<file path="config.mk">
export PLATFORM = sky130hd
export DESIGN_NAME = rsp_reset_power
export DESIGN_NICKNAME = d
export VERILOG_FILES = /design/src/logic/rsp_pkg.sv /design/src/logic/rsp_warmup.sv /design/src/logic/rsp_reset_power.sv
export SDC_FILE = /design/constraint.sdc
export NUM_CORES = 1
export LEC_CHECK = 0
export BUFFER_PORTS_ARGS = -buffer_cell sky130_fd_sc_hd__buf_2
export CORE_MARGIN = 3
export CORE_UTILIZATION = 46
export DETAILED_ROUTE_END_ITERATION = 12
export PLACE_DENSITY = 0.84
export SLEW_MARGIN = 20
export SYNTH_ARGS = -nofsm -noshare
export SYNTH_HDL_FRONTEND = slang
export SYNTH_SLANG_ARGS = --single-unit
</file>
<file path="constraint.sdc">
create_clock -name pclk -period 2.1 [get_ports pclk]
set_input_delay 0 -clock pclk [delete_from_list [all_inputs] [get_ports pclk]]
set_output_delay 0 -clock pclk [all_outputs]
set_load 0.01 [all_outputs]
</file>
<file path="src/logic/rsp_pkg.sv">
package rsp_pkg;
    // register indices as printed; byte address is four times the index
    localparam logic [7:0] IDX_RST = 8'hb1;
    localparam logic [7:0] IDX_POWER_CONTROL_REGISTER = 8'h87;
    localparam logic [7:0] IDX_SUSPEND_LOCK_REGISTER = 8'h8e;
    localparam logic [11:0] ADDR_RST = {2'h0, IDX_RST, 2'h0};
    localparam logic [11:0] ADDR_POWER_CONTROL_REGISTER = {2'h0, IDX_POWER_CONTROL_REGISTER, 2'h0};
    localparam logic [11:0] ADDR_SUSPEND_LOCK_REGISTER = {2'h0, IDX_SUSPEND_LOCK_REGISTER, 2'h0};

    // reset cause and watchdog period field positions
    localparam int BIT_WDOG_FLAG = 7;
    localparam int BIT_POR_FLAG = 5;
    localparam int BIT_LV_FLAG = 4;
    localparam logic [2:0] PERIOD_RESET = 3'h0;
    localparam logic POR_FLAG_RESET = 1'h1;

    // power control field positions
    localparam int BIT_PD_REQ = 1;
    localparam int BIT_IDLE_REQ = 0;
    localparam int BIT_POWER_CONTROL_REGISTER_RSVD = 4;
    localparam logic [7:0] POWER_CONTROL_REGISTER_RESET = 8'h00;
    localparam logic [7:0] SUSPEND_LOCK_REGISTER_RESET = 8'h00;
    localparam logic [7:0] LOCK_KEY = 8'h55;

    // clock source options with a single clock
    localparam logic [3:0] OSC_SINGLE_A = 4'h0;
    localparam logic [3:0] OSC_SINGLE_B = 4'he;

    // minimum watchdog overflow periods in ms, per select code
    localparam logic [12:0] WDT_MS_0 = 13'd4096;
    localparam logic [12:0] WDT_MS_1 = 13'd1024;
    localparam logic [12:0] WDT_MS_2 = 13'd256;
    localparam logic [12:0] WDT_MS_3 = 13'd128;
    localparam logic [12:0] WDT_MS_4 = 13'd64;
    localparam logic [12:0] WDT_MS_5 = 13'd16;
    localparam logic [12:0] WDT_MS_6 = 13'd4;
    localparam logic [12:0] WDT_MS_7 = 13'd1;

    // oscillator warm-up length in pclk cycles
    localparam int WARMUP_CYCLES = 256;

    typedef enum logic [1:0] {
        MODE_RUN = 2'b00,
        MODE_IDLE = 2'b01,
        MODE_PDOWN = 2'b10,
        MODE_WARM = 2'b11
    } rsp_mode_t;

    // reset events, one-cycle pulses
    typedef struct packed {
        logic pin;
        logic watchdog;
        logic code_range;
        logic low_voltage;
    } rsp_rst_ev_t;

    // clock gate enables
    typedef struct packed {
        logic cpu;
        logic periph;
        logic timer3_lf;
        logic osc;
        logic wdt;
    } rsp_clk_en_t;
endpackage

</file>
<file path="src/logic/rsp_warmup.sv">
`timescale 1ns/1ps
`default_nettype none
module rsp_warmup
    import rsp_pkg::*;
#(
    parameter int CYCLES = WARMUP_CYCLES
) (
    // clock and reset
    input wire logic pclk,
    input wire logic presetn,
    // control
    input wire logic start,
    output logic done
);
    logic [15:0] count;
    logic running;

    // counts down from start, pulses done at the end
    always_ff @(posedge pclk or negedge presetn) begin
        if (!presetn) begin
            count <= 16'h0000;
            running <= 1'b0;
            done <= 1'b0;
        end else begin
            done <= 1'b0;
            if (start) begin
                count <= 16'(CYCLES - 1);
                running <= 1'b1;
            end else if (running) begin
                if (count == 16'h0000) begin
                    running <= 1'b0;
                    done <= 1'b1;
                end else begin
                    count <= count - 16'h0001;
                end
            end
        end
    end
endmodule
`default_nettype wire

</file>
<file path="src/logic/rsp_reset_power.sv">
`timescale 1ns/1ps
`default_nettype none
module rsp_reset_power
    import rsp_pkg::*;
(
    // clock and power-on reset
    input wire logic pclk,
    input wire logic presetn,
    // apb slave
    input wire logic psel,
    input wire logic penable,
    input wire logic pwrite,
    input wire logic [11:0] paddr,
    input wire logic [31:0] pwdata,
    output logic [31:0] prdata,
    output logic pready,
    output logic pslverr,
    // reset events other than power-on
    input wire rsp_rst_ev_t rst_ev,
    // wake-up sources
    input wire logic irq_any,
    input wire logic ext_irq_wake,
    input wire logic timer3_irq,
    input wire logic timer3_lf_source,
    // options
    input wire logic [3:0] clock_source_option,
    input wire logic sysclk_is_lf,
    input wire logic watchdog_enable_option,
    // status and control out
    output rsp_clk_en_t clk_en,
    output rsp_mode_t mode,
    output logic wdt_restart,
    output logic cpu_reset,
    output logic wake_service,
    output logic [12:0] watchdog_min_period_ms
);
    logic watchdog_reset_flag;
    logic power_on_flag;
    logic low_voltage_flag;
    logic [2:0] watchdog_period_select;
    logic [7:0] power_control_register;
    logic [7:0] suspend_lock_register;
    logic lock_armed;
    logic clr_lock;
    logic clr_req;
    logic warm_for_reset;
    logic warm_from_idle;
    logic warm_start;
    logic warm_done;
    logic access;
    logic wr_rst;
    logic wr_power_control_register;
    logic wr_suspend_lock_register;
    logic soft_rst;
    logic req_bits;
    logic enter;
    logic pd_wake;
    logic single_clk;

    function automatic logic hit(input logic [11:0] a, input logic [11:0] reg_addr);
        hit = (a == reg_addr);
    endfunction

    function automatic logic [12:0] period_ms(input logic [2:0] sel);
        case (sel)
            3'h0: period_ms = WDT_MS_0;
            3'h1: period_ms = WDT_MS_1;
            3'h2: period_ms = WDT_MS_2;
            3'h3: period_ms = WDT_MS_3;
            3'h4: period_ms = WDT_MS_4;
            3'h5: period_ms = WDT_MS_5;
            3'h6: period_ms = WDT_MS_6;
            default: period_ms = WDT_MS_7;
        endcase
    endfunction

    // decode of completed transfers and events
    assign access = psel & penable & pready;
    assign wr_rst = access & pwrite & hit(paddr, ADDR_RST);
    assign wr_power_control_register = access & pwrite & hit(paddr, ADDR_POWER_CONTROL_REGISTER);
    assign wr_suspend_lock_register = access & pwrite & hit(paddr, ADDR_SUSPEND_LOCK_REGISTER);
    assign soft_rst = rst_ev.pin | rst_ev.watchdog | rst_ev.code_range | rst_ev.low_voltage;
    assign req_bits = pwdata[BIT_PD_REQ] | pwdata[BIT_IDLE_REQ];
    assign enter = wr_power_control_register & lock_armed & req_bits & (mode == MODE_RUN);
    assign pd_wake = ext_irq_wake | (timer3_irq & timer3_lf_source);
    assign single_clk = (clock_source_option == OSC_SINGLE_A) || (clock_source_option == OSC_SINGLE_B);

    // apb answer: one wait state, read data and error registered
    always_ff @(posedge pclk or negedge presetn) begin
        if (!presetn) begin
            pready <= 1'b0;
            pslverr <= 1'b0;
            prdata <= 32'h00000000;
        end else begin
            pready <= psel & penable & ~pready;
            pslverr <= 1'b0;
            prdata <= 32'h00000000;
            if (psel & penable & ~pready) begin
                if (hit(paddr, ADDR_RST)) begin
                    prdata[BIT_WDOG_FLAG] <= watchdog_reset_flag;
                    prdata[BIT_POR_FLAG] <= power_on_flag;
                    prdata[BIT_LV_FLAG] <= low_voltage_flag;
                    prdata[2:0] <= watchdog_period_select;
                end else if (hit(paddr, ADDR_POWER_CONTROL_REGISTER)) begin
                    prdata[7:0] <= power_control_register;
                end else if (hit(paddr, ADDR_SUSPEND_LOCK_REGISTER)) begin
                    prdata[7:0] <= suspend_lock_register;
                end else begin
                    pslverr <= 1'b1;
                end
            end
        end
    end

    // reset cause flags: hardware set beats software clear
    always_ff @(posedge pclk or negedge presetn) begin
        if (!presetn) begin
            watchdog_reset_flag <= 1'b0;
            power_on_flag <= POR_FLAG_RESET;
            low_voltage_flag <= 1'b0;
        end else begin
            if (rst_ev.watchdog | rst_ev.code_range) begin
                watchdog_reset_flag <= 1'b1;
            end else if (wr_rst & ~pwdata[BIT_WDOG_FLAG]) begin
                watchdog_reset_flag <= 1'b0;
            end
            if (wr_rst & ~pwdata[BIT_POR_FLAG]) begin
                power_on_flag <= 1'b0;
            end
            if (rst_ev.low_voltage) begin
                low_voltage_flag <= 1'b1;
            end else if (wr_rst & ~pwdata[BIT_LV_FLAG]) begin
                low_voltage_flag <= 1'b0;
            end
        end
    end

    // watchdog period select and its decoded minimum period
    always_ff @(posedge pclk or negedge presetn) begin
        if (!presetn) begin
            watchdog_period_select <= PERIOD_RESET;
            watchdog_min_period_ms <= WDT_MS_0;
        end else begin
            if (soft_rst) begin
                watchdog_period_select <= PERIOD_RESET;
            end else if (wr_rst) begin
                watchdog_period_select <= pwdata[2:0];
            end
            watchdog_min_period_ms <= period_ms(watchdog_period_select);
        end
    end

    // watchdog restart on any reset cause register access
    always_ff @(posedge pclk or negedge presetn) begin
        if (!presetn) begin
            wdt_restart <= 1'b0;
        end else begin
            wdt_restart <= access & hit(paddr, ADDR_RST);
        end
    end

    // lock sequence tracking: armed only right after the key write
    always_ff @(posedge pclk or negedge presetn) begin
        if (!presetn) begin
            lock_armed <= 1'b0;
            clr_lock <= 1'b0;
            clr_req <= 1'b0;
        end else begin
            clr_lock <= 1'b0;
            clr_req <= 1'b0;
            if (access) begin
                lock_armed <= wr_suspend_lock_register & (pwdata[7:0] == LOCK_KEY);
                clr_lock <= ~(wr_suspend_lock_register & (pwdata[7:0] == LOCK_KEY)) & ~enter;
                clr_req <= wr_power_control_register & req_bits & ~enter;
            end
        end
    end

    // suspend lock register
    always_ff @(posedge pclk or negedge presetn) begin
        if (!presetn) begin
            suspend_lock_register <= SUSPEND_LOCK_REGISTER_RESET;
        end else if (soft_rst) begin
            suspend_lock_register <= SUSPEND_LOCK_REGISTER_RESET;
        end else if (warm_done & ~warm_for_reset) begin
            suspend_lock_register <= SUSPEND_LOCK_REGISTER_RESET;
        end else if (wr_suspend_lock_register) begin
            suspend_lock_register <= pwdata[7:0];
        end else if (clr_lock) begin
            suspend_lock_register <= SUSPEND_LOCK_REGISTER_RESET;
        end
    end

    // power control register; request bits cleared by hardware
    always_ff @(posedge pclk or negedge presetn) begin
        if (!presetn) begin
            power_control_register <= POWER_CONTROL_REGISTER_RESET;
        end else if (soft_rst) begin
            power_control_register <= POWER_CONTROL_REGISTER_RESET;
        end else if (warm_done & ~warm_for_reset) begin
            power_control_register[BIT_PD_REQ] <= 1'b0;
            power_control_register[BIT_IDLE_REQ] <= 1'b0;
        end else if (wr_power_control_register) begin
            power_control_register <= pwdata[7:0];
            power_control_register[BIT_POWER_CONTROL_REGISTER_RSVD] <= 1'b0;
        end else if (clr_req) begin
            power_control_register[BIT_PD_REQ] <= 1'b0;
            power_control_register[BIT_IDLE_REQ] <= 1'b0;
        end
    end

    // low-power mode sequencer
    always_ff @(posedge pclk or negedge presetn) begin
        if (!presetn) begin
            mode <= MODE_RUN;
            warm_for_reset <= 1'b0;
            warm_from_idle <= 1'b0;
            warm_start <= 1'b0;
            cpu_reset <= 1'b0;
            wake_service <= 1'b0;
        end else begin
            warm_start <= 1'b0;
            cpu_reset <= 1'b0;
            wake_service <= 1'b0;
            case (mode)
                MODE_RUN: begin
                    if (soft_rst) begin
                        cpu_reset <= 1'b1;
                    end else if (enter) begin
                        if (pwdata[BIT_PD_REQ]) begin
                            mode <= MODE_PDOWN;
                        end else begin
                            mode <= MODE_IDLE;
                        end
                    end
                end
                MODE_IDLE: begin
                    if (soft_rst) begin
                        mode <= MODE_RUN;
                        cpu_reset <= 1'b1;
                    end else if (irq_any) begin
                        mode <= MODE_WARM;
                        warm_for_reset <= 1'b0;
                        warm_from_idle <= 1'b1;
                        warm_start <= 1'b1;
                    end
                end
                MODE_PDOWN: begin
                    if (soft_rst | pd_wake) begin
                        mode <= MODE_WARM;
                        warm_for_reset <= soft_rst;
                        warm_from_idle <= 1'b0;
                        warm_start <= 1'b1;
                    end
                end
                default: begin
                    if (soft_rst) begin
                        warm_for_reset <= 1'b1;
                    end
                    if (warm_done) begin
                        mode <= MODE_RUN;
                        cpu_reset <= warm_for_reset | soft_rst;
                        wake_service <= ~(warm_for_reset | soft_rst);
                    end
                end
            endcase
        end
    end

    // clock gates follow the mode; the watchdog gate follows watchdog_enable_option
    always_ff @(posedge pclk or negedge presetn) begin
        if (!presetn) begin
            clk_en <= '{cpu: 1'b1, periph: 1'b1, timer3_lf: 1'b1, osc: 1'b1, wdt: 1'b0};
        end else begin
            clk_en.wdt <= watchdog_enable_option;
            case (mode)
                MODE_RUN: begin
                    clk_en.cpu <= 1'b1;
                    clk_en.periph <= 1'b1;
                    clk_en.timer3_lf <= 1'b1;
                    clk_en.osc <= 1'b1;
                end
                MODE_IDLE: begin
                    clk_en.cpu <= 1'b0;
                    clk_en.periph <= 1'b1;
                    clk_en.timer3_lf <= 1'b1;
                    clk_en.osc <= 1'b1;
                end
                MODE_PDOWN: begin
                    clk_en.cpu <= 1'b0;
                    clk_en.periph <= 1'b0;
                    clk_en.timer3_lf <= ~single_clk & ~sysclk_is_lf;
                    clk_en.osc <= 1'b0;
                end
                default: begin
                    clk_en.cpu <= 1'b0;
                    clk_en.periph <= warm_from_idle;
                    clk_en.timer3_lf <= 1'b1;
                    clk_en.osc <= 1'b1;
                end
            endcase
        end
    end

    rsp_warmup #(
        .CYCLES(WARMUP_CYCLES)
    ) u_warmup (
        .pclk(pclk),
        .presetn(presetn),
        .start(warm_start),
        .done(warm_done)
    );
endmodule
`default_nettype wire

</file>
# After elaboration in Yosys (flattened, before gate mapping)
# Index checks and enable logic that the tools add are counted.
word_totals:
  rom_bits: 0
  ramBits: 0
  wordCells: 180
  latch_bits: 0
  memories: 0
  regBits: 79
  out_inout_bits: 57
  in_bits: 63
op_classes:
  n_shift: 0
  n_reduce_logical: 22
  add_sub_neg: 1
  n_lt_le_gt_ge: 0
  n_eq_ne: 21
  bitwise: 40
  div_mod_pow: 0
  n_mul: 0
  n_mux: 67
op_table:
  columns: ["cell", "n"]
  rows:
  - ["13-bit case mux with 7 select lines", 1]
  - ["8-bit 2-to-1 mux", 8]
  - ["16-bit 2-to-1 mux", 3]
  - ["12-bit by 10-bit == test with 1-bit output, second input constant", 3]
  - ["1-bit 2-to-1 mux", 33]
  - ["2-bit 2-to-1 mux", 11]
  - ["1-bit bitwise AND", 21]
  - ["16-bit logical NOT", 1]
  - ["16-bit by 1-bit subtractor with 16-bit output, second input constant", 1]
  - ["2-bit inequality test, second input constant", 7]
  - ["6-bit 2-to-1 mux", 2]
  - ["4-bit case mux with 3 select lines", 1]
  - ["2-bit nonzero test", 6]
  - ["4-bit nonzero test", 3]
  - ["1-bit NOT", 11]
  - ["5-bit AND reduction", 2]
  - ["3-bit == test, second input constant", 3]
  - ["3-bit 2-to-1 mux", 3]
  - ["8-bit by 7-bit == test with 1-bit output, second input constant", 1]
  - ["1-bit bitwise OR", 8]
  - ["3-bit by 2-bit == test with 1-bit output, second input constant", 2]
  - ["1-bit case mux with 2 select lines", 3]
  - ["2-bit case mux with 3 select lines", 1]
  - ["4-bit == test, second input constant", 1]
  - ["14 further kinds", 15]

# Depth between registers and ports, before layout
# Gate-level depths: netlist of the first run.
depth:
  word_depth: 10
  ltp_mapped: 8

# Modules after synthesis
# From an unflattened synthesis of the first run, not the netlist that was laid out.
unflattened:
  hier_cells: 356
  area_unflattened_um2: 3703.6
by_module_without_submodules:
  columns: ["mod", "n_inst", "cells_each", "area_per_inst_um2"]
  rows:
  - ["rsp_reset_power", 1, 251, 2671.3]
  - ["rsp_warmup", 1, 105, 1032.2]

# Least setup slack after synthesis of the first run
# No wires, ideal clock.
synth_timing:
  path_kind: "flip-flop to flip-flop"
  start: "register u_warmup.count[6]"
  end: "register u_warmup.count[2]"
  path_stages_with_launch: 7
  slack_ns: 0.039
  arrival_time_ns: 1.937
  synth_period_minus_slack_ns: 2.061
  setup_time_ns: 0.124
  required_time_ns: 1.976
  path_cell_list: "dfrtp_1 > or4_4 > or3_1 > buf_2 > nor2_1 > nor3_1 > a211o_1"
synth_between:
  elab_chain_cells: 3
synth_rtl:
  columns: ["element", "line", "source"]
  rows:
  - ["from (decl)", "rsp_warmup.sv:15", "logic [15:0] count;"]
  - ["from (signal assigned)", "rsp_warmup.sv:27", "count <= 16'(CYCLES - 1);"]
  - ["from (signal assigned)", "rsp_warmup.sv:34", "count <= count - 16'h0001;"]
  - ["16-bit logical NOT", "rsp_warmup.sv:30", "if (count == 16'h0000) begin"]
  - ["2-bit inequality test (no source line)", null, null]
  - ["2-bit AND reduction (no source line)", null, null]
# Every way passes these cells.
# A chain may end at the register's enable or synchronous reset.

# Worst setup path after layout of the first run
layout_timing:
  start: "register u_warmup.count[6]"
  end: "register u_warmup.count[13]"
layout_between:
  elab_chain_cells: 4
layout_rtl:
  columns: ["element", "line", "source"]
  rows:
  - ["16-bit by 1-bit subtractor with 16-bit output", "rsp_warmup.sv:34", null]
  - ["16-bit 2-to-1 mux", "rsp_warmup.sv:30", null]
  - ["16-bit 2-to-1 mux", "rsp_warmup.sv:29", "end else if (running) begin"]
  - ["16-bit 2-to-1 mux", "rsp_warmup.sv:26", "if (start) begin"]
# Several ways; a longest one is shown, not always the timed one. The select of a mux whose other input is x is not followed.

==> results.md, run 1 <==
- Via Count: 2,977
- CTS HTree Levels: 3
- Top-area cell type share of the netlist area: 0.453
- EDFF count, synth: 0
- Worst hold path type: in2reg
- Clock Sinks: 73
- Minimum clock period: 2050 ps
- Core Footprint: 7770 sq um
- Ys async rst share: 1.00
- Via-to-Cell Ratio: 5.23
- Hold slack: 103 ps
- Crit path depth: 6
- Share of cells above drive strength 1: 0.270
- Synth Cell Area: ~3700 sq um
- Hold depth: 4
- Clock-pin slew on the worst setup and hold paths: 80 ps
- Worst path buffer plus inverter count: 1
- Top post-synthesis cells by count: dfrtp_1 (67), nor2_1 (37), buf_4 (29), nand2_1 (29), a21oi_1 (21)
- Clk buf depth: 2
- Largest net degree at the start of global routing: 47
- Cells after Synth: about 360
- Slowest cell on crit path: or4_4
- First-pass GRT wire length: 13.8 mm
- Worst-skew pair later-pin latency: 350 ps
- Req. time, crit path: around 2400 ps
- Cell taking the most area after synthesis: dfrtp_1
- Root Driver: clkbuf_8
- Status: complete, no violations
- Overflow after GRT: 0
- Nets@finish: 533
- GRT Total Usage: 0.198
- Synth top area cells: dfrtp_1 (45%), buf_4 (5.9%), dfstp_2 (4.3%), nor2_1 (3.8%), nand2_1 (2.9%)
- Synth unique cells: 61
- Post-route cell area: 4580 sq um
- VDD IR max: 0.269 mV
- Crit. End Element: register
- Max Clk Rate: roughly 490 MHz
- Final Setup Violations: 0
- PwrDens: 589 nW/um^2
- I/O pin count: 120
- Max Slew Vio Count: 0
- Average wire per standard cell: 15.3 um
- Routed WL: 8.70 mm
- Initial antenna violation count: 1
- Crit Path Class: reg2reg
- CTS tree: done
- Skew final: approximately 5.2 ps
- Die ar.: roughly 9000 sq um
- Flops & latches, synth: 73
- CP delay by family, top: simple AND/OR/NAND/NOR gates
- Placed Cells: 532
- Final hold violations: 0
- Relative slew slack: 0.565
- Chip height: around 96 um
- Reg-to-reg setup timing slack: between 40 and 50 ps
- Fin crit share: 0.977
- Post-route ant nets: 0
- Dpl cell area: 4150 sq um
- DRC errors left: 0
- Crit path launch type: register
- FF-to-FF path depth: 6
- Max incr delay on CP: 550 ps
- Vias in the first global route: 2,962
- Buffers added on ports: 66
- Area delta synth->final: 23.9%
- Starting Density: 0.476
- Syn. warnings: 0
- Register area share after synthesis: 0.496
- Max_cap viols: 0
- HPWL Detailed: 6.06 mm
- Die X: 95.7 um
- RePlAce Congestion: roughly 0.85
- Setup TNS: 0 ps
- Cts bufs inserted: 9
- Signal arrival time at the worst endpoint: roughly 2300 ps
- Crit-path max FO: 3
- TritonRoute pass-1 iters: 4
- Row cnt: 32
- Ys flop type: dfrtp_1
- Most common cell in the netlist: dfrtp_1
- Leakage: 2.15 nW
- Worst-Margin Slew: 653 ps
- Avg Inst Size Synth: around 10 sq um
- CP Cell Sequence: or4_4, buf_6, nor3_4, nand3_2, or4b_4, a21oi_2
- Fin cells: 569
- DRT iter0 DRCs: between 150 and 200
[cells in the final DEF, fill, tap and decap left out, types with 10 or more instances in the layout]
| master | Yosys | final |
|---|---|---|
| buf_2 | 1 | 66 |
| mux2i_1 | 10 | 10 |
| nor3_1 | 11 | 11 |
| dlygate4sd3_1 | 0 | 20 |
| conb_1 | 1 | 29 |
| nor2_1 | 37 | 36 |
| nand2_1 | 29 | 29 |
| dfrtp_1 | 67 | 67 |
| buf_4 | 29 | 16 |
| a21oi_1 | 21 | 20 |
[state kept, by name, summed over array words and instances, names as in the netlist, 2 cells and up]
register	cells
watchdog_period_select	3
suspend_lock_register	8
watchdog_min_period_ms	8
power_control_register	7
clk_en	5
u_warmup.count	16
mode	2
prdata	8
[worst min-delay path, cell delays in order]
cell,delay [ps]
buf_2,120
nor4_4,60
nand2b_1,170
a21oi_1,60
[final cells by class]
| type | count | area (sq um) |
|---|---|---|
| inverter | 7 | 26.3 |
| sequential | 73 | 1830 |
| tap | 102 | 128 |
| multi-input combinational | 267 | 1720 |
| antenna | 1 | 2.50 |
| timing repair buffer | 104 | 682 |
| clock inverter | 6 | 68.8 |
| fill | 659 | 3180 |
| clock buffer | 9 | 124 |
[cells by family after synthesis]
kind of cell	synth area share
AO/OA/AOI/OAI	0.118
XOR/XNOR	0.0260
adder cells (fa/ha/maj)	0.0271
buffers and inverters	0.0754
flip-flops	0.496
multiplexers	0.0331
other	0.00101
AND/OR/NAND/NOR	0.224
[report_power, final]
part | leakage [nW] | switching (mW) | internal, mW
combinational | 1.10 | 0.116 | 0.0718
clock | 0.0840 | 0.545 | 0.545
sequential | 0.975 | 0.00727 | 1.42
total | 2.15 | 0.669 | 2.03
[repair_timing]
item	in CTS	in global routing
gates resized for setup	1	6
gates cloned	0	0
buffers inserted	0	1
pin swaps	0	1
endpoints found under the setup margin	1	13
hold buffers	20	0
endpoints found under the hold margin	51	0
[stage by stage]
step	total power, mW	setup WS [ps]	utilization
3_3_place_gp	1.60	56.6	0.534
2_1_floorplan	1.55	38.9	-
3_5_place_dp	1.61	-6.20	0.534
6_report	2.70	47.5	0.590
4_1_cts	2.72	22.7	0.585
5_1_grt	2.80	-16.9	0.590
[per-layer routing]
| layer | vias to the layer above | part of all wire | track usage |
|---|---|---|---|
| li1 | 1423 | - | - |
| met1 | 1419 | 0.40 | 0.218 |
| met2 | 116 | 0.51 | 0.365 |
| met3 | 19 | 0.070 | 0.0363 |
| met4 | 0 | 0.022 | 0.0912 |
| met5 | - | 0 | 0 |
[final timing paths]
| path | start | endpoint |
|---|---|---|
| max reg2reg | u_warmup.count[6] | u_warmup.count[13] |
| min in group asynchronous | presetn | prdata[0] |
| min reg2reg | power_on_flag | power_on_flag |
| max in group asynchronous | presetn | clk_en[4] |
| max | u_warmup.count[6] | u_warmup.count[13] |
| min | rst_ev[2] | suspend_lock_register[0] |
No activity file was read; power rests on OpenSTA's default activity.
==> inputs of run 2 (changes only) <==
--- a/config.mk
+++ b/config.mk
@@ -13,4 +13,5 @@
 export SLEW_MARGIN = 20
 export SYNTH_ARGS = -nofsm -noshare
 export SYNTH_HDL_FRONTEND = slang
+export SYNTH_HIERARCHICAL = 1
 export SYNTH_SLANG_ARGS = --single-unit
==> results.md, run 2 <==
- Status: complete, no violations
- Initial antenna violation count: 1
- RSZ-0062 raised after global routing: no
- Post-route ant nets: 0
- Skew final: 8.27 ps
- Area delta synth->final: 22.9%
- Worst path buffer plus inverter count: 3
- Largest register FFs: 16
- Register area: 1830 sq um
- CP Cell Sequence: dlygate4sd3_1, buf_2, nor4_4, buf_4, o21ai_1, nor3_2, a22o_1
- Fill cells: roughly 660
- CTS HTree Levels: 3
- Clock-pin slew on the worst setup and hold paths: 80 ps
- Register area share after synthesis: 0.495
- Comb power frac: 0.064
- Biggest register: u_warmup/count
- DRC errors left: 0
- Top post-synthesis cells by count: dfrtp_1 (67), nor2_1 (31), buf_4 (29), a21oi_1 (23), nand2_1 (22)
- Commonest non-fill, non-tap cell in the layout: dfrtp_1
- Chip height: 95.7 um
- Overflow after GRT: 0
- Req. time, crit path: between 2000 and 2500 ps
- Clk pwr share: 0.433
- Top-area cell type share of the netlist area: 0.453
- Crit Path Class: in2reg
- Avg Inst Size Synth: 10.4 sq um
- Via-to-Cell Ratio: 5.54
- Most frequent cells in the layout: dfrtp_1 (67), buf_2 (66), nor2_1 (31)
- Crit path launch type: input pin
- CTS tree: done
- GRT Total Usage: 0.210
- Setup TNS: 0 ps
- Die X: between 90 and 100 um
- Sequential Power Share: 0.503
- Max incr delay on CP: 570 ps
- First-pass GRT wire length: 14.7 mm
- Synth Cell Area: 3700 sq um
- Core Util, Final: 0.586
- Slowest cell on crit path: nor3_2
- Ys async rst share: 1.00
- EDFF count, synth: 0
- Final hold violations: 0
- HPWL Detailed: between 6 and 7 mm
- Die ar.: 9160 sq um
- DRT iter0 DRCs: 193
- Via Count: around 3.1k
- Sw Ratio: 0.237
- Cts bufs inserted: 9
- Share of cells above drive strength 1: 0.270
- Multi-input gate area: 1660 sq um
- Routed WL: 9.09 mm
- Buffers added on ports: 66
- Cell taking the most area after synthesis: dfrtp_1
- Vias in the first global route: 3,013
- Worst-Margin Slew: roughly 600 ps
- Max_cap viols: 0
- Relative slew slack: 0.599
- Most common cell in the netlist: dfrtp_1
- Row cnt: 32
- Syn. warnings: 6
- VDD IR max: 0.539 mV
- Clk buf depth: 2
- Internal Power: 2.15 mW
- Flops & latches, synth: 73
- Starting Density: 0.477
- Net switching power figure: 667 uW
- Minimum clock period: 1970 ps
- Nets@finish: roughly 530
- Synth unique cells: 64
- Core Footprint: 7770 sq um
- RePlAce Congestion: 0.906
- I/O pin count: 120
- Max Clk Rate: just over 500 MHz
- Ys flop type: dfrtp_1
- Crit-path max FO: 9
- Clock Sinks: 73
- Worst hold path type: in2reg
- Worst-skew pair later-pin latency: 350 ps
- Root Driver: clkbuf_8
- PwrDens: 619 nW/um^2
- Fin crit share: 0.939
- Cells after Synth: 356
- Signal arrival time at the worst endpoint: 2260 ps
- TritonRoute pass-1 iters: 5
- Synth top area cells: dfrtp_1 (45%), buf_4 (5.9%), dfstp_2 (4.3%), nor2_1 (3.1%), a21oi_1 (3.1%)
- Final Setup Violations: 0
- Largest net degree at the start of global routing: 56
- CP delay by family, top: buffers and inverters
- Average wire per standard cell: 16.2 um
- Crit. End Element: register
- Max Slew Vio Count: 0
- Leakage: 2.18 nW
-- run 2: cell types whose count changed in the layout (fill, tap and decap cells not counted), moves of 5 or more --
cell | before | now
xor2_1 | 5 | 0
nor2_1 | 36 | 31
a222oi_1 | 0 | 5
inv_1 | 7 | 15
nand2_1 | 29 | 22
xnor2_1 | 6 | 0
-- run 2: area by class of cell --
| type | instances | area share |
|---|---|---|
| flip-flops and latches | 73 | 0.403 |
| multi-input cells | 255 | 0.364 |
| repair buffers | 101 | 0.144 |
| well taps | 102 | 0.0280 |
| clock buffers | 9 | 0.0272 |
| clock inverters | 7 | 0.0209 |
| inverters | 15 | 0.0124 |
| diodes | 1 | 0.000550 |
-- run 2: per-stage QoR --
stage	hold slack (ps)	instances	power (mW)	cell area, sq um	setup slack [ps]
global route	125	563	2.91	4550	45.2
finish	63.7	563	2.82	4550	129
detailed placement	-21.8	526	1.60	4130	98.0
global placement	-29.3	526	1.59	4130	165
CTS	62.1	562	2.83	4540	59.7
floorplan	-296	384	1.54	3810	192
-- run 2: cell families (layout without fill, tap and decap cells) --
logic type	count (synthesis)	count (layout)	share of synthesized area
AO/OA/AOI/OAI	81	81	0.151
adder cells (fa/ha/maj)	7	7	0.0236
buffers and inverters	56	132	0.0872
flip-flops	73	73	0.495
multiplexers	10	10	0.0284
other	1	30	0.00101
AND/OR/NAND/NOR	128	128	0.214
-- run 2: final timing paths --
kind                          startpoint                        end  slack (ps)  cells after the start
setup / recovery               rst_ev[1]   suspend_lock_register[3]         130                      7
hold / removal                  paddr[5]                    pslverr          60                      5
setup reg to reg                  pready  power_control_register[3]         160                      5
hold reg to reg            power_on_flag              power_on_flag         480                      1
max in group asynchronous        presetn              power_on_flag        1280                      3
min in group asynchronous        presetn             warm_for_reset         140                      2
-- run 2: metal layers --
layer / track usage / part of all wire / wire [um] / up-vias
met5: 0 / 0 / 0 / -
met4: 0.0746 / 0.014 / 130 / 0
met3: 0.0508 / 0.072 / 653 / 14
met2: 0.356 / 0.50 / 4590 / 148
met1: 0.261 / 0.41 / 3720 / 1527
li1: - / - / - / 1430
-- run 2: timing repair --
| item | 4_1_cts | 5_1_grt |
|---|---|---|
| hold buffers | 20 | 0 |
| buffers inserted | 0 | 0 |
| hold endpoints to repair | 42 | 0 |
| resized for setup | 0 | 1 |
| setup endpoints to repair | 0 | 3 |
-- run 2: power groups by stage --
stage                     Sequential, mW  Combinational [mW]  Clock, mW
after CTS                           1.42               0.179       1.23
final                               1.42               0.180       1.22
after floorplan                     1.45              0.0903          0
after global routing                1.42               0.201       1.30
after global placement              1.44               0.147          0
after detailed placement            1.44               0.150          0
-- run 2: worst reg2reg max path, stage by stage (launching register included) --
cell and delay (ps):
dfrtp_1 390, nand4_1 160, or4b_4 610, nor3_4 360
mux2i_1 230, nor2_1 70
